## src/shared/dpic_consts.vh

```
// dpic_consts.vh: offsets, field positions, reset values and timings in ns
// for the loop input reference control block; definitions only.
`ifndef DPIC_CONSTS_VH
`define DPIC_CONSTS_VH

// byte register offsets (8-bit register port)
`define DPIC_ADDR_W 8
`define DPIC_OFF_SEL 8'h08
`define DPIC_OFF_PRI 8'h09
`define DPIC_OFF_EXCL 8'h0A
`define DPIC_OFF_INPUT0_PREDIVIDE_RATIO_H 8'h0B
`define DPIC_OFF_INPUT0_PREDIVIDE_RATIO_M 8'h0C
`define DPIC_OFF_INPUT0_PREDIVIDE_RATIO_L 8'h0D
`define DPIC_OFF_INPUT1_PREDIVIDE_RATIO_H 8'h0E
`define DPIC_OFF_INPUT1_PREDIVIDE_RATIO_M 8'h0F
`define DPIC_OFF_INPUT1_PREDIVIDE_RATIO_L 8'h10
`define DPIC_OFF_STAT 8'h11

// field positions in the select register
`define DPIC_SEL_REF_HI 7
`define DPIC_SEL_REF_LO 5
`define DPIC_SEL_FB_HI 4
`define DPIC_SEL_FB_LO 2
`define DPIC_SEL_REVERTIVE_SWITCH_ENABLE_BIT 1
`define DPIC_SEL_PHASE_BIT 0
// field positions in the exclude/state register
`define DPIC_EXCL_IN1_BIT 5
`define DPIC_EXCL_IN0_BIT 4
`define DPIC_EXCL_ST_HI 1
`define DPIC_EXCL_ST_LO 0

// reset values
`define DPIC_RST_SEL 8'h03
`define DPIC_RST_PRI 8'h00
`define DPIC_RST_EXCL 8'h00
`define DPIC_RST_PRE 21'h000000

// reference choice codes
`define DPIC_REF_AUTO 3'h0
`define DPIC_REF_PIN 3'h1
`define DPIC_REF_FORCE0 3'h4
`define DPIC_REF_FORCE1 3'h5
// feedback codes
`define DPIC_FB_EXT0 3'h4
`define DPIC_FB_EXT1 3'h5
// state control codes
`define DPIC_ST_AUTO 2'h0
`define DPIC_ST_FREE 2'h1
`define DPIC_ST_NORMAL 2'h2
`define DPIC_ST_HOLD 2'h3

// timing: qualification time and phase slew window length
`define DPIC_QUAL_NS 800
`define DPIC_SLEW_NS 200
`define DPIC_CLK_NS 50

`endif

```

## src/logic/dpic_top.v

```verilog
// dpic_top.v: input reference selection, feedback choice, loop state
// control and per-reference pre-dividers for the loop input side.
// Assumes inputs synchronous to clock_i, references already sampled,
// and an 8-bit register port with read data one cycle after the strobe.
//
// Contract
// RQ1: code 000 picks reference automatically
// RQ2: code 001 follows general-purpose pin level
// RQ3: codes 100/101 force reference 0/1
// RQ4: software avoids codes 010, 011, 110, 111
// RQ5: feedback codes 000-011 use internal divider
// RQ6: feedback 100/101 external from reference 0/1
// RQ7: revert bit picks revertive or non-revertive
// RQ8: phase bit 0 absorbs switch phase step
// RQ9: phase bit 1 slews toward new phase
// RQ10: priority bit picks primary input
// RQ11: exclude bit removes reference 1
// RQ12: exclude bit removes reference 0
// RQ13: state code 00 runs automatically
// RQ14: state code 01 forces free run
// RQ15: codes 10/11 force normal/holdover
// RQ16: reference 0 divided by 21-bit ratio
// RQ17: reference 1 divided by 21-bit ratio
// RQ18: reserved bits written zero, read undefined
// RQ19: auto uses valid primary, else other
//
// register map (byte port, 8-bit data)
//   0x08 select: [7:5] reference choice, [4:2] feedback
//        source choice, [1] revertive switch enable,
//        [0] switch phase behaviour
//   0x09 primary reference pick in [0]
//   0x0A [5] input1 exclude, [4] input0 exclude,
//        [1:0] loop state control
//   0x0B..0x0D input0 ratio, bits 20:16, 15:8, 7:0
//   0x0E..0x10 input1 ratio, same split
//   0x11 status: [5:4] qualified, [3] slewing,
//        [2] active reference, [1:0] loop state
//
// each ratio byte lands on its own, so the divider runs on
// a mixed ratio for a few cycles while software rewrites all
// three bytes; the divider compares against the live value,
// so a shrinking ratio wraps at once instead of counting out.
//
// reserved codes of the reference choice fall back to the
// automatic rule; that keeps the loop on a usable input
// instead of freezing on whatever was picked last.
//
// loop state codes on loop_state_o:
//   0 free oscillation, 1 normal tracking, 2 holdover;
//   code 3 is never produced.
//
// phase outputs: phase_absorb_o is a one-cycle request
// beside switch_pulse_o; phase_slew_o stands SLEW_CYC
// cycles after a switch when the phase bit is set.
// the slope limit itself lives in the loop filter, which
// sits outside this block.
//
// The implementer's own choices: the register offsets and strobed register access.
`timescale 1ns/1ps
`include "dpic_consts.vh"

module dpic_top #(
    parameter PRE_W = 21,
    parameter QUAL_CYC = (`DPIC_QUAL_NS + `DPIC_CLK_NS - 1) / `DPIC_CLK_NS,
    parameter SLEW_CYC = `DPIC_SLEW_NS / `DPIC_CLK_NS
) (
    // clock and reset
    input wire clock_i,
    input wire rst_n_i,
    // register port
    input wire [7:0] reg_addr_i,
    input wire [7:0] reg_wdata_i,
    input wire reg_wr_i,
    input wire reg_rd_i,
    output reg [7:0] reg_rdata_o,
    // references and qualifiers
    input wire [1:0] ref_clk_i,
    input wire [1:0] ref_valid_i,
    input wire ref_pin_sel_i,
    // loop side
    output wire [1:0] ref_div_o,
    output reg active_ref_o,
    output reg ext_fb_en_o,
    output reg ext_fb_ref_o,
    output reg [1:0] loop_state_o,
    output reg switch_pulse_o,
    output reg phase_absorb_o,
    output reg phase_slew_o
);

    // loop states; the same codes go out on loop_state_o,
    // so a forced state and an automatic one look alike
    localparam [1:0] S_FREE = 2'h0;
    localparam [1:0] S_NORMAL = 2'h1;
    localparam [1:0] S_HOLD = 2'h2;

    // software registers
    reg [7:0] sel_q;
    reg pri_q;
    reg excl1_q;
    reg excl0_q;
    reg [1:0] stctl_q;
    reg [PRE_W-1:0] pre_q [0:1];

    wire [2:0] ref_code = sel_q[`DPIC_SEL_REF_HI:`DPIC_SEL_REF_LO];
    wire [2:0] fb_code = sel_q[`DPIC_SEL_FB_HI:`DPIC_SEL_FB_LO];
    wire revert = sel_q[`DPIC_SEL_REVERTIVE_SWITCH_ENABLE_BIT];
    wire phase_track = sel_q[`DPIC_SEL_PHASE_BIT];

    // register writes; reserved bits are dropped and read back as zero (see RQ18)
    // a write lands at the strobe edge, so outputs that
    // depend on it follow one cycle later; unmapped
    // offsets and the status byte ignore writes
    always @(posedge clock_i or negedge rst_n_i) begin
        if (!rst_n_i) begin
            sel_q <= `DPIC_RST_SEL;
            pri_q <= 1'b0;
            excl1_q <= 1'b0;
            excl0_q <= 1'b0;
            stctl_q <= `DPIC_ST_AUTO;
            pre_q[0] <= `DPIC_RST_PRE;
            pre_q[1] <= `DPIC_RST_PRE;
        end else if (reg_wr_i) begin
            if (reg_addr_i == `DPIC_OFF_SEL) begin
                sel_q <= reg_wdata_i;
            end else if (reg_addr_i == `DPIC_OFF_PRI) begin
                pri_q <= reg_wdata_i[0];
            end else if (reg_addr_i == `DPIC_OFF_EXCL) begin
                excl1_q <= reg_wdata_i[`DPIC_EXCL_IN1_BIT];
                excl0_q <= reg_wdata_i[`DPIC_EXCL_IN0_BIT];
                stctl_q <= reg_wdata_i[`DPIC_EXCL_ST_HI:`DPIC_EXCL_ST_LO];
            end else if (reg_addr_i == `DPIC_OFF_INPUT0_PREDIVIDE_RATIO_H) begin
                pre_q[0][20:16] <= reg_wdata_i[4:0];
            end else if (reg_addr_i == `DPIC_OFF_INPUT0_PREDIVIDE_RATIO_M) begin
                pre_q[0][15:8] <= reg_wdata_i;
            end else if (reg_addr_i == `DPIC_OFF_INPUT0_PREDIVIDE_RATIO_L) begin
                pre_q[0][7:0] <= reg_wdata_i;
            end else if (reg_addr_i == `DPIC_OFF_INPUT1_PREDIVIDE_RATIO_H) begin
                pre_q[1][20:16] <= reg_wdata_i[4:0];
            end else if (reg_addr_i == `DPIC_OFF_INPUT1_PREDIVIDE_RATIO_M) begin
                pre_q[1][15:8] <= reg_wdata_i;
            end else if (reg_addr_i == `DPIC_OFF_INPUT1_PREDIVIDE_RATIO_L) begin
                pre_q[1][7:0] <= reg_wdata_i;
            end
        end
    end

    // per-reference qualification: valid must hold QUAL_CYC cycles
    // a single dropout restarts the count; this debounce
    // stops the switchover logic chattering on a marginal
    // input. the counter is 8 bits, so QUAL_CYC above 255
    // would need a wider one.
    wire [1:0] qual_q;
    genvar gi;
    generate
        for (gi = 0; gi < 2; gi = gi + 1) begin : g_ref
            reg [7:0] qcnt_q;
            reg qok_q;
            reg clk_prev_q;
            reg [PRE_W-1:0] dcnt_q;
            reg div_q;
            reg dout_q;
            wire [PRE_W-1:0] dcnt_inc = dcnt_q + {{(PRE_W-1){1'b0}}, 1'b1};
            // one flop per bit keeps each vector single-driven
            assign qual_q[gi] = qok_q;
            assign ref_div_o[gi] = dout_q;
            always @(posedge clock_i or negedge rst_n_i) begin
                if (!rst_n_i) begin
                    qcnt_q <= 8'h00;
                    qok_q <= 1'b0;
                end else if (!ref_valid_i[gi]) begin
                    qcnt_q <= 8'h00;
                    qok_q <= 1'b0;
                end else if (qcnt_q == QUAL_CYC[7:0] - 8'h01) begin
                    qok_q <= 1'b1;
                end else begin
                    qcnt_q <= qcnt_q + 8'h01;
                end
            end
            // pre-divider: toggle output every ratio rising edges; ratio 0 acts as 1
            // the reference is sampled as a level, so it must
            // stay below half the clock rate or edges are lost
            always @(posedge clock_i or negedge rst_n_i) begin
                if (!rst_n_i) begin
                    clk_prev_q <= 1'b0;
                    dcnt_q <= {PRE_W{1'b0}};
                    div_q <= 1'b0;
                end else begin
                    clk_prev_q <= ref_clk_i[gi];
                    if (ref_clk_i[gi] && !clk_prev_q) begin
                        if (dcnt_inc >= pre_q[gi]) begin // see RQ16 see RQ17
                            dcnt_q <= {PRE_W{1'b0}};
                            div_q <= ~div_q;
                        end else begin
                            dcnt_q <= dcnt_inc;
                        end
                    end
                end
            end
            always @(posedge clock_i or negedge rst_n_i) begin
                if (!rst_n_i) begin
                    dout_q <= 1'b0;
                end else begin
                    dout_q <= div_q;
                end
            end
        end
    endgenerate

    // automatic choice; codes 010/011/110/111 fall back to auto (see RQ4)
    // non-revertive keeps the current input while it is
    // usable; revertive goes back to the primary as soon
    // as it qualifies again. with nothing usable the last
    // pick is held, so the loop can sit in holdover on it.
    reg ref_d;
    wire prim = pri_q; // see RQ10
    wire [1:0] usable = qual_q & ~{excl1_q, excl0_q}; // see RQ11 see RQ12
    always @* begin
        ref_d = active_ref_o;
        if (ref_code == `DPIC_REF_PIN) begin
            ref_d = ref_pin_sel_i; // see RQ2
        end else if (ref_code == `DPIC_REF_FORCE0) begin
            ref_d = 1'b0; // see RQ3
        end else if (ref_code == `DPIC_REF_FORCE1) begin
            ref_d = 1'b1; // see RQ3
        end else if (usable[active_ref_o] && !revert) begin
            ref_d = active_ref_o; // see RQ1 see RQ7
        end else if (usable[prim]) begin
            ref_d = prim; // see RQ19 see RQ7
        end else if (usable[~prim]) begin
            ref_d = ~prim; // see RQ19
        end
    end

    // loop state machine
    // forcing codes override the automatic walk at once;
    // on return to automatic the walk resumes from the
    // forced state. lock is judged only from usability of
    // the chosen input, phase lock detection is elsewhere.
    reg [1:0] st_q;
    reg [1:0] st_d;
    reg any_lock_d;
    always @* begin
        st_d = st_q;
        any_lock_d = usable[ref_d];
        case (stctl_q)
            `DPIC_ST_FREE: st_d = S_FREE; // see RQ14
            `DPIC_ST_NORMAL: st_d = S_NORMAL; // see RQ15
            `DPIC_ST_HOLD: st_d = S_HOLD; // see RQ15
            default: begin // see RQ13
                case (st_q)
                    S_FREE: if (any_lock_d) st_d = S_NORMAL;
                    S_NORMAL: if (!any_lock_d) st_d = S_HOLD;
                    default: if (any_lock_d) st_d = S_NORMAL;
                endcase
            end
        endcase
    end

    // state, selection and phase handling on a switch
    // a new switch during a slew restarts the window, so
    // back-to-back switches extend it rather than stack
    reg [7:0] slew_q;
    always @(posedge clock_i or negedge rst_n_i) begin
        if (!rst_n_i) begin
            st_q <= S_FREE;
            active_ref_o <= 1'b0;
            loop_state_o <= S_FREE;
            switch_pulse_o <= 1'b0;
            phase_absorb_o <= 1'b0;
            phase_slew_o <= 1'b0;
            slew_q <= 8'h00;
            ext_fb_en_o <= 1'b0;
            ext_fb_ref_o <= 1'b0;
        end else begin
            st_q <= st_d;
            loop_state_o <= st_d;
            active_ref_o <= ref_d;
            switch_pulse_o <= (ref_d != active_ref_o);
            // absorb is a one-cycle request; slew stands for the slew window
            phase_absorb_o <= (ref_d != active_ref_o) && !phase_track; // see RQ8
            if ((ref_d != active_ref_o) && phase_track) begin // see RQ9
                slew_q <= SLEW_CYC[7:0];
                phase_slew_o <= 1'b1;
            end else if (slew_q > 8'h01) begin
                slew_q <= slew_q - 8'h01;
            end else begin
                slew_q <= 8'h00;
                phase_slew_o <= 1'b0;
            end
            ext_fb_en_o <= (fb_code == `DPIC_FB_EXT0) || (fb_code == `DPIC_FB_EXT1); // see RQ5 see RQ6
            ext_fb_ref_o <= (fb_code == `DPIC_FB_EXT1); // see RQ6
        end
    end

    // read data, one cycle after the strobe; unmapped reads zero
    // the bus is zero between reads, so an or-combined read
    // mux outside this block needs no extra gating
    always @(posedge clock_i or negedge rst_n_i) begin
        if (!rst_n_i) begin
            reg_rdata_o <= 8'h00;
        end else if (reg_rd_i) begin
            if (reg_addr_i == `DPIC_OFF_SEL) begin
                reg_rdata_o <= sel_q;
            end else if (reg_addr_i == `DPIC_OFF_PRI) begin
                reg_rdata_o <= {7'h00, pri_q};
            end else if (reg_addr_i == `DPIC_OFF_EXCL) begin
                reg_rdata_o <= {2'h0, excl1_q, excl0_q, 2'h0, stctl_q};
            end else if (reg_addr_i == `DPIC_OFF_INPUT0_PREDIVIDE_RATIO_H) begin
                reg_rdata_o <= {3'h0, pre_q[0][20:16]};
            end else if (reg_addr_i == `DPIC_OFF_INPUT0_PREDIVIDE_RATIO_M) begin
                reg_rdata_o <= pre_q[0][15:8];
            end else if (reg_addr_i == `DPIC_OFF_INPUT0_PREDIVIDE_RATIO_L) begin
                reg_rdata_o <= pre_q[0][7:0];
            end else if (reg_addr_i == `DPIC_OFF_INPUT1_PREDIVIDE_RATIO_H) begin
                reg_rdata_o <= {3'h0, pre_q[1][20:16]};
            end else if (reg_addr_i == `DPIC_OFF_INPUT1_PREDIVIDE_RATIO_M) begin
                reg_rdata_o <= pre_q[1][15:8];
            end else if (reg_addr_i == `DPIC_OFF_INPUT1_PREDIVIDE_RATIO_L) begin
                reg_rdata_o <= pre_q[1][7:0];
            end else if (reg_addr_i == `DPIC_OFF_STAT) begin
                reg_rdata_o <= {2'h0, qual_q, phase_slew_o, active_ref_o, st_q};
            end else begin
                reg_rdata_o <= 8'h00;
            end
        end else begin
            reg_rdata_o <= 8'h00;
        end
    end

endmodule // dpic_top

```

## config.mk

```make
export PLATFORM = sky130hd
export DESIGN_NAME = dpic_top
export DESIGN_NICKNAME = d
export VERILOG_FILES = /design/src/logic/dpic_top.v
export VERILOG_INCLUDE_DIRS = /design/src /design/src/shared
export SDC_FILE = /design/constraint.sdc
export NUM_CORES = 1
export LEC_CHECK = 0
export BUFFER_PORTS_ARGS = -buffer_cell sky130_fd_sc_hd__buf_2
export CORE_UTILIZATION = 50
export DETAILED_ROUTE_END_ITERATION = 7
export PLACE_DENSITY = 0.67
export SYNTH_ARGS = -nofsm -noshare
export SYNTH_HDL_FRONTEND = slang
export SYNTH_SLANG_ARGS = --single-unit
```

## constraint.sdc

```tcl
create_clock -name clock_i -period 3.6 [get_ports clock_i]
set_input_delay 0.18 -clock clock_i [delete_from_list [all_inputs] [get_ports clock_i]]
set_output_delay 0.18 -clock clock_i [all_outputs]
set_load 0.005 [all_outputs]
```

==> impl_metrics.py, run 1 <==
metrics = {
    "clocking": {
        "path_clk_slew_ps": 60,
        "cts_sinks": 145,
        "cts_setup_buffers": 0,
        "clockBufferDepth": 2,
        "clk_latency_ps": 430,
        "cts_tree": "built",
        "clock_tree.root_cell": "clkbuf_16",
        "h-tree-depth": 4,
        "cts_inserted_buffers": 17,
    },
    "synth": {
        "syn_nets": 987,
        "async_flop_share_pct": 100,
        "yosysSeqAreaShare_pct": 41.7,
        "netlist_instances": 914,
        "yosysUniqueCellTypes": 74,
        "synth_area_leaders": "dfrtp_1, ha_1, nand2_1",
        "yosys.area.top_type_share_pct": 41.1,
        "synth_edf_count": 0,
        "synth_warnings": 0,
        "avgSynthCellArea_sq_um": 9.54,
        "synthesis.area_sq_um": 8720,
        "synth_top_cell_by_area": "dfrtp_1",
        "synthFlopType": "dfrtp_1",
        "synth_seq_cells": 145,
    },
    "worst_setup_path": {
        "regToRegEndpoint": "g_ref[1].div_q",
        "cp-start-kind": "flop",
        "crit_start": "g_ref[1].dcnt_q[0]",
        "worst_r2r_path_depth": 13,
        "path_max_fanout": 16,
        "crit_required_ps": 3890,
        "r2r_slack_ps": 250,
        "critPathCaptureType": "flop",
        "arrival_ps": 3650,
        "r2r_start": "g_ref[1].dcnt_q[0]",
        "critPathKind": "reg2reg",
    },
    "die": {
        "ioPinCount": 43,
        "die_h_microns": 134,
        "initial_core_util_pct": 51.8,
        "fp.coreArea_sq_um": 16800,
        "rows": 47,
        "die_width_microns": 134,
        "die_area_sq_um": 18000,
    },
    "detailed_routing": {
        "drc": 0,
        "ant_nets": 0,
        "wire_per_inst_microns": 17.0,
        "drt-total-wl_mm": 20.2,
        "initialDrtViolationCount": 411,
        "firstDrtPassIters": 4,
        "viasPerCell": 5.78,
        "vias": 6878,
    },
    "grt": {
        "grt_pass1_vias": 6527,
        "grt_antenna_before_repair": 0,
        "grt_pass1_wl_mm": 33.5,
        "overflow": 0,
        "grt_usage_pct": 23.8,
        "grt_max_degree": 80,
    },
    "timing": {
        "fin_crit_sh_pct": 93.1,
        "fin_skew_ps": 12.2,
        "post-route-min-period_ps": 3350,
        "drv_slew": 0,
        "hold_viol": 0,
        "slew_headroom_pct": 47.7,
        "setup_viol": 0,
        "worst_slew_pin_slew_ps": 785,
        "clock.fmax_mhz": 298,
    },
    "hold_path": {
        "hold_path_class": "in2reg",
        "min_from": "ref_valid_i[0]",
        "hold_end": "g_ref[0].qcnt_q[4]",
        "hold_depth": 3,
    },
    "finish": {
        "drive_above_1_share_pct": 17.3,
        "final_area_sq_um": 9850,
        "final_cell_count_no_fill": 1189,
        "final_cell_mix": "dfrtp_1, nand2_1, inv_1, nor2_1, ha_1",
        "final_common_cell": "dfrtp_1",
        "syn_to_final_growth_pct": 13.0,
        "n_antenna_cell": 0,
        "finalNetCount": 1029,
    },
    "run": {
        "drv_cap": 0,
    },
    "place": {
        "dp_cells": 1154,
        "io_buffer_count": 42,
        "gp_congestion": 0.890,
        "placed_area_sq_um": 9180,
        "dpl.hpwl_mm": 14.3,
    },
    "status": {
        "outcome": "complete, no violations",
    },
    "power": {
        "p_per_area_nw_per_um2": 479,
        "p_leak_nw": 4.60,
        "peakVddDrop_mv": 0.413,
    },
}
synthesized netlist by cell type (all sizes together) (3+ instances only):
master	number
a21oi	28
buf	12
a221o	6
a21boi	3
and2	15
a211oi	8
nor3	19
nor2b	15
o221ai	5
a221oi	5
and4	3
nor2	53
dfrtp	143
ha	48
a21o	7
o211ai	3
or4	3
o22ai	11
a22o	8
nand2b	10
or2	4
xnor2	40
mux2	47
o21a	3
o31ai	11
xor2	15
nand3	39
o21ai	58
or3	4
inv	52
nand4	12
nand2	106
mux2i	8
clkbuf	29
a31oi	8
and3	23
nor4	26
cell type report:
| class | count | area, sq um |
|---|---|---|
| multi-input cells | 676 | 4740 |
| well taps | 220 | 275 |
| clock inverters | 13 | 160 |
| fillers | 1495 | 6970 |
| inverters | 52 | 195 |
| flip-flops and latches | 145 | 3630 |
| clock buffers | 19 | 453 |
| repair buffers | 64 | 389 |
flip-flops by register name, indices dropped and copies added (netlist names), 2 cells and up:
name,flops
st_q,2
g_ref.dout_q,2
slew_q,8
sel_q,8
reg_rdata_o,8
g_ref.clk_prev_q,2
g_ref.qok_q,2
g_ref.div_q,2
pre_q,42
g_ref.dcnt_q,42
g_ref.qcnt_q,16
stctl_q,2
stage by stage:
stage | util [%] | hold WS, ps | total power, mW | setup slack, ps | TNS (ps)
after floorplan | - | -116 | 2.59 | 454 | 0
after global routing | 58.6 | 35.8 | 4.97 | -23.4 | -36.1
after CTS | 58.4 | 17.8 | 4.75 | 157 | 0
after global placement | 54.6 | 269 | 2.87 | 280 | 0
final | 58.6 | 31.2 | 4.72 | 247 | 0
after detailed placement | 54.6 | 265 | 2.89 | 183 | 0
critical path, cell delays in order, from the launching register on:
cell and delay [ps]:
dfrtp_1 420, ha_1 280, inv_1 130, nor4_4 370, and4_1 250, xor2_1 220, ha_1 280, a21oi_1 120
o21ai_0 140, a2111oi_1 320, o21a_1 200, buf_4 230, o31ai_1 120, xor2_1 150
worst max-delay path by stage:
stage                               end  slack, ps  cells past startpoint
finish                   g_ref[1].div_q        250                     13
global route             g_ref[1].div_q        -20                     13
CTS                  g_ref[0].dcnt_q[1]        160                     13
detailed placement   g_ref[0].dcnt_q[1]        180                     13
global placement         g_ref[1].div_q        280                     13
floorplan           g_ref[0].dcnt_q[16]        450                     14
power breakdown:
group	switching, mW	internal [mW]	total, mW
Combinational	0.501	0.384	0.885
Clock	0.715	1.13	1.84
Sequential	0.184	1.81	1.99
Total	1.40	3.32	4.72
repair_timing:
action,in CTS,in global routing
endpoints found under the setup margin,0,31
hold endpoints to repair,76,0
hold buffers,3,0
resized for setup,0,8
layer usage:
metal | wire length, microns | share of wire (%) | GRT usage [%]
met3 | 945 | 4.7 | 5.22
met2 | 9270 | 46 | 37.0
met5 | 0 | 0 | 0
met4 | 274 | 1.4 | 6.74
met1 | 9680 | 48 | 33.4
cell families after synthesis:
| family | Yosys count | share of synthesized area (%) |
|---|---|---|
| buffers and inverters | 93 | 4.22 |
| DFF | 145 | 41.7 |
| and+or+nand+nor | 337 | 20.5 |
| AOI/OAI and AO/OA | 181 | 13.6 |
| xor gates and xnor gates | 55 | 5.53 |
| muxes | 55 | 7.68 |
| adders and majority gates | 48 | 6.89 |
(Power assumes the default switching activity.)
==> run 2, diff against run 1 <==
--- a/config.mk
+++ b/config.mk
@@ -7,9 +7,12 @@
 export NUM_CORES = 1
 export LEC_CHECK = 0
 export BUFFER_PORTS_ARGS = -buffer_cell sky130_fd_sc_hd__buf_2
+export CORE_MARGIN = 8
 export CORE_UTILIZATION = 50
 export DETAILED_ROUTE_END_ITERATION = 7
+export GPL_TIMING_DRIVEN = 1
 export PLACE_DENSITY = 0.67
+export SETUP_SLACK_MARGIN = 0.4
 export SYNTH_ARGS = -nofsm -noshare
 export SYNTH_HDL_FRONTEND = slang
 export SYNTH_SLANG_ARGS = --single-unit
==> impl_metrics.py, run 2 (synthesized netlist as in run 1, its figures left out) <==
metrics = {
    "status": {
        "outcome": "complete, no violations",
    },
    "worst_setup_path": {
        "crit_top_cell": "buf_4",
        "crit_required_ps": 3970,
        "r2r_start": "g_ref[0].dcnt_q[1]",
        "worst_path_max_delay_cell": "dfrtp_1",
        "crit_chain": "ha_2 -> nand2_1 -> nor3_1 -> buf_4 -> and2_4 -> xor2_2 -> ha_4 -> a21oi_2 -> o21ai_2 -> a2111oi_4 -> a211oi_4 -> buf_4 -> nor3_4 -> mux2_4",
        "cp-start-kind": "flop",
        "crit_family": "simple AND/OR/NAND/NOR gates",
        "path_buf_inv": 2,
        "arrival_ps": 3540,
        "regToRegEndpoint": "g_ref[0].dcnt_q[0]",
        "critPathKind": "reg2reg",
        "worst_r2r_path_depth": 14,
        "critPathMaxStageDelay_ps": 400,
        "critPathCaptureType": "flop",
        "r2r_slack_ps": 430,
        "path_max_fanout": 7,
    },
    "timing": {
        "worst_slack_ps": 426,
        "tns_ps": 0,
        "slew_headroom_pct": 23.8,
        "hold_viol": 0,
        "fin_crit_sh_pct": 88.2,
        "fin_skew_ps": 12.7,
        "worst_slew_pin_slew_ps": 1140,
        "post-route-min-period_ps": 3170,
        "setup_viol": 0,
        "rsz0062_at_grt": "true",
        "drv_slew": 0,
        "clock.fmax_mhz": 315,
    },
    "die": {
        "ioPinCount": 43,
        "die_h_microns": 148,
        "die_width_microns": 148,
        "die_area_sq_um": 21900,
        "initial_core_util_pct": 50.8,
        "fp.coreArea_sq_um": 17200,
        "rows": 48,
    },
    "clocking": {
        "path_clk_slew_ps": 70,
        "clockBufferDepth": 2,
        "clock_tree.root_cell": "clkbuf_16",
        "clk_latency_ps": 430,
        "cts_sinks": 145,
        "cts_tree": "built",
        "cts_inserted_buffers": 17,
        "h-tree-depth": 4,
    },
    "detailed_routing": {
        "drc": 0,
        "viasPerCell": 5.79,
        "ant_nets": 0,
        "firstDrtPassIters": 5,
        "initialDrtViolationCount": 455,
        "vias": 7036,
        "wire_per_inst_microns": 18.0,
        "drt-total-wl_mm": 21.9,
    },
    "grt": {
        "grt_max_degree": 90,
        "grt_antenna_before_repair": 0,
        "grt_usage_pct": 20.1,
        "overflow": 0,
        "grt_pass1_wl_mm": 35.6,
        "grt_pass1_vias": 6852,
    },
    "hold_path": {
        "hold_path_class": "in2reg",
        "hold_depth": 3,
        "min_from": "ref_valid_i[0]",
        "hold_end": "g_ref[0].qcnt_q[4]",
    },
    "finish": {
        "nFillCells": 1459,
        "final_cell_count_no_fill": 1216,
        "finalNetCount": 1051,
        "n_antenna_cell": 0,
        "syn_to_final_growth_pct": 18.0,
        "final_cell_mix": "dfrtp_1, nand2_1, inv_1, nor2_1, ha_1",
        "final_common_cell": "dfrtp_1",
        "drive_above_1_share_pct": 23.3,
        "final_area_sq_um": 10300,
        "largestRegisters": "g_ref.dcnt_q x42, pre_q x42, g_ref.qcnt_q x16",
        "fin_util_pct": 59.9,
    },
    "power": {
        "peakVddDrop_mv": 0.338,
        "p_per_area_nw_per_um2": 471,
        "p_leak_nw": 4.78,
    },
    "place": {
        "placed_area_sq_um": 9180,
        "dp_slack_ps": 131,
        "dpl.hpwl_mm": 14.8,
        "dp_cells": 1156,
        "io_buffer_count": 42,
        "gp_congestion": 0.875,
    },
    "run": {
        "drv_cap": 0,
    },
}
==> run 2: layer usage <==
| layer | part of all wire (%) | GRT usage [%] | wire length, microns | up-vias |
|---|---|---|---|---|
| met2 | 47 | 31.3 | 10300 | 184 |
| met5 | 0 | 0 | 0 | - |
| li1 | - | - | - | 3403 |
| met1 | 47 | 27.5 | 10300 | 3421 |
| met4 | 1.5 | 5.71 | 330 | 0 |
| met3 | 4.8 | 4.52 | 1050 | 28 |
==> run 2: how the worst max path moves through the flow <==
stage	start	end	slack [ps]	depth (start not counted)
finish	g_ref[0].dcnt_q[1]	g_ref[0].dcnt_q[0]	430	14
global route	g_ref[0].dcnt_q[4]	g_ref[0].dcnt_q[20]	300	13
CTS	g_ref[1].dcnt_q[7]	g_ref[1].div_q	400	12
detailed placement	g_ref[0].dcnt_q[2]	g_ref[0].dcnt_q[8]	130	13
global placement	g_ref[0].dcnt_q[0]	g_ref[0].dcnt_q[7]	230	14
floorplan	g_ref[0].dcnt_q[0]	g_ref[0].dcnt_q[16]	450	14
==> run 2: repair_timing <==
item / in CTS / in global routing
cloned: 0 / 1
setup endpoints to repair: 44 / 44
gates resized for setup: 15 / 52
endpoints found under the hold margin: 89 / 0
hold buffers: 3 / 0
buffers inserted: 6 / 18
pin swaps: 6 / 31
==> run 2: metrics by stage <==
| step | hold slack [ps] | power [mW] |
|---|---|---|
| 6_report | 28.5 | 4.84 |
| 3_3_place_gp | 312 | 2.87 |
| 2_1_floorplan | -116 | 2.59 |
| 5_1_grt | 55.3 | 5.10 |
| 4_1_cts | 20.3 | 4.79 |
| 3_5_place_dp | 316 | 2.90 |
==> run 2: layout make-up <==
cell class | instances | area (sq um) | share of cell area, %
Clock buffer | 20 | 467 | 4.54
Clock inverter | 12 | 155 | 1.51
Inverter | 52 | 195 | 1.90
Multi-Input combinational cell | 676 | 4960 | 48.2
Sequential cell | 145 | 3640 | 35.4
Tap cell | 225 | 282 | 2.74
Timing Repair Buffer | 86 | 587 | 5.70
==> run 2: power breakdown <==
group / leakage (nW) / internal, mW / switching [mW]
clock: 0.303 / 1.15 / 0.711
combinational: 2.62 / 0.432 / 0.547
sequential: 1.86 / 1.81 / 0.193
total: 4.78 / 3.39 / 1.45
==> run 2: worst register-to-register path, delay by kind of cell (launching register included) <==
kind	cells	cell delay, ps
adders and majority gates	2	450
muxes	1	220
DFF	1	400
and+or+nand+nor	4	750
xor gates and xnor gates	1	220
AOI/OAI and AO/OA	4	750
buffers and inverters	2	350
==> run 3, diff against run 2 <==
==> constraint.sdc (replaced) <==
create_clock -name clock_i -period 3.4 [get_ports clock_i]
set_input_delay 0.17 -clock clock_i [delete_from_list [all_inputs] [get_ports clock_i]]
set_output_delay 0.17 -clock clock_i [all_outputs]
set_load 0.005 [all_outputs]
==> impl_metrics.py, run 3 (synthesized netlist as in run 1, its figures left out) <==
metrics = {
    "timing": {
        "rsz0062_at_grt": "true",
        "fin_crit_sh_pct": 91.6,
        "worst_slew_pin_slew_ps": 890,
        "slew_headroom_pct": 40.5,
        "post-route-min-period_ps": 3110,
        "clock.fmax_mhz": 321,
        "hold_viol": 0,
        "fin_skew_ps": 10.0,
        "setup_viol": 0,
        "tns_ps": 0,
        "drv_slew": 0,
    },
    "detailed_routing": {
        "firstDrtPassIters": 7,
        "vias": 7228,
        "drt-total-wl_mm": 22.9,
        "wire_per_inst_microns": 18.5,
        "viasPerCell": 5.83,
        "drc": 0,
        "ant_nets": 0,
        "initialDrtViolationCount": 476,
    },
    "die": {
        "fp.coreArea_sq_um": 17200,
        "rows": 48,
        "die_h_microns": 148,
        "die_area_sq_um": 21900,
        "ioPinCount": 43,
        "initial_core_util_pct": 50.8,
        "die_width_microns": 148,
    },
    "clocking": {
        "cts_inserted_buffers": 17,
        "h-tree-depth": 4,
        "clk_latency_ps": 430,
        "path_clk_slew_ps": 60,
        "cts_tree": "built",
        "cts_sinks": 145,
        "clockBufferDepth": 2,
        "clock_tree.root_cell": "clkbuf_16",
    },
    "grt": {
        "grt_pass1_wl_mm": 36.0,
        "grt_max_degree": 84,
        "use_met3_pct": 4.25,
        "grtUsageMet2_pct": 31.9,
        "grt_usage_pct": 20.4,
        "top_usage_layer": "met2",
        "overflow": 0,
        "grt_antenna_before_repair": 0,
        "grt_pass1_vias": 7070,
        "use_met1_pct": 27.6,
    },
    "power": {
        "switching_share_pct": 31.1,
        "p_comb_share_pct": 22.9,
        "p_leak_nw": 4.94,
        "internal_power_mw": 3.55,
        "power_frac_clock_pct": 36.0,
        "peakVddDrop_mv": 0.456,
        "seqPwrFrac_pct": 41.0,
        "p_per_area_nw_per_um2": 479,
        "power_switching_mw": 1.60,
        "p_total_mw": 5.15,
    },
    "worst_setup_path": {
        "critPathKind": "reg2reg",
        "crit_start": "g_ref[1].dcnt_q[1]",
        "cp-start-kind": "flop",
        "crit_required_ps": 3710,
        "r2r_start": "g_ref[1].dcnt_q[1]",
        "path_max_fanout": 10,
        "critPathCaptureType": "flop",
        "arrival_ps": 3420,
    },
    "finish": {
        "n_antenna_cell": 0,
        "final_cell_mix": "dfrtp_1, nand2_1, inv_1, buf_4, ha_1",
        "syn_to_final_growth_pct": 23.3,
        "largestRegisters": "g_ref.dcnt_q x42, pre_q x42, g_ref.qcnt_q x16",
        "drive_above_1_share_pct": 29.6,
        "fin_util_pct": 62.6,
        "finalNetCount": 1076,
        "final_common_cell": "dfrtp_1",
    },
    "place": {
        "io_buffer_count": 42,
        "dpl.hpwl_mm": 14.7,
        "gp_congestion": 0.854,
    },
    "hold_path": {
        "hold_path_class": "in2reg",
        "min_from": "ref_valid_i[0]",
    },
    "status": {
        "outcome": "complete, no violations",
    },
    "run": {
        "drv_cap": 0,
    },
}
-- run 3: cell types whose count changed in the layout (fill, tap and decap cells not counted), sizes merged --
cell / before / now
clkinv: 5 / 6
buf: 82 / 107
clkinvlp: 2 / 3
clkbuf: 21 / 19
bufinv: 3 / 2
-- run 3: final timing paths --
check | endpoint | slack, ps | depth (start not counted)
worst max-delay path | g_ref[1].dcnt_q[11] | 290 | 14
worst min-delay path | g_ref[0].qcnt_q[4] | 20 | 3
worst max register to register | g_ref[1].dcnt_q[11] | 290 | 14
worst min register to register | g_ref[0].dout_q | 400 | 0
max in group asynchronous | g_ref[0].dcnt_q[6] | 2180 | 3
min in group asynchronous | g_ref[1].clk_prev_q | 370 | 2
-- run 3: metrics by stage --
step | instance area, sq um | setup WS, ps | cells | hold slack, ps
global route | 10700 | 131 | 1240 | 29.1
detailed placement | 9220 | 35.7 | 1159 | 276
CTS | 10200 | 374 | 1216 | 11.5
finish | 10700 | 286 | 1240 | 23.4
floorplan | 8740 | 459 | 914 | -126
global placement | 9220 | 149 | 1159 | 274
-- run 3: timing repair --
action	CTS	global route
pin swaps	11	50
hold buffers	3	0
setup endpoints to repair	44	44
hold endpoints to repair	82	0
cloned	0	5
buffers inserted	23	19
gates resized for setup	37	115
-- run 3: critical path, stage by stage, from the launching register on --
cell and delay, ps:
dfrtp_1 380, ha_2 220, inv_4 50, nor4_4 290
buf_4 170, nand4_1 160, xnor2_2 210, ha_4 280
a41o_1 220, a211oi_4 50, o31a_1 360, buf_6 180
and3_1 190, o22ai_1 150, nand2_1 70
-- run 3: layer usage --
metal	part of all wire [%]	wire, microns	up-vias
li1	-	-	3447
met1	45	10400	3502
met2	47	10700	226
met3	5.3	1220	53
met4	2.6	599	0
met5	0	0	-
-- run 3: power by group through the flow --
stage	Combinational [mW]	Sequential (mW)	Clock, mW
floorplan	0.680	2.08	0
global placement	0.942	2.12	0
detailed placement	0.965	2.12	0
CTS	1.03	2.10	1.88
global route	1.32	2.15	1.95
finish	1.18	2.11	1.86
-- run 3: final cells by class --
type | count | area [sq um]
inverters | 52 | 198
well taps | 225 | 282
fillers | 1404 | 6430
flip-flops and latches | 145 | 3650
clock buffers | 18 | 439
multi-input cells | 676 | 5240
repair buffers | 111 | 805
clock inverters | 13 | 138
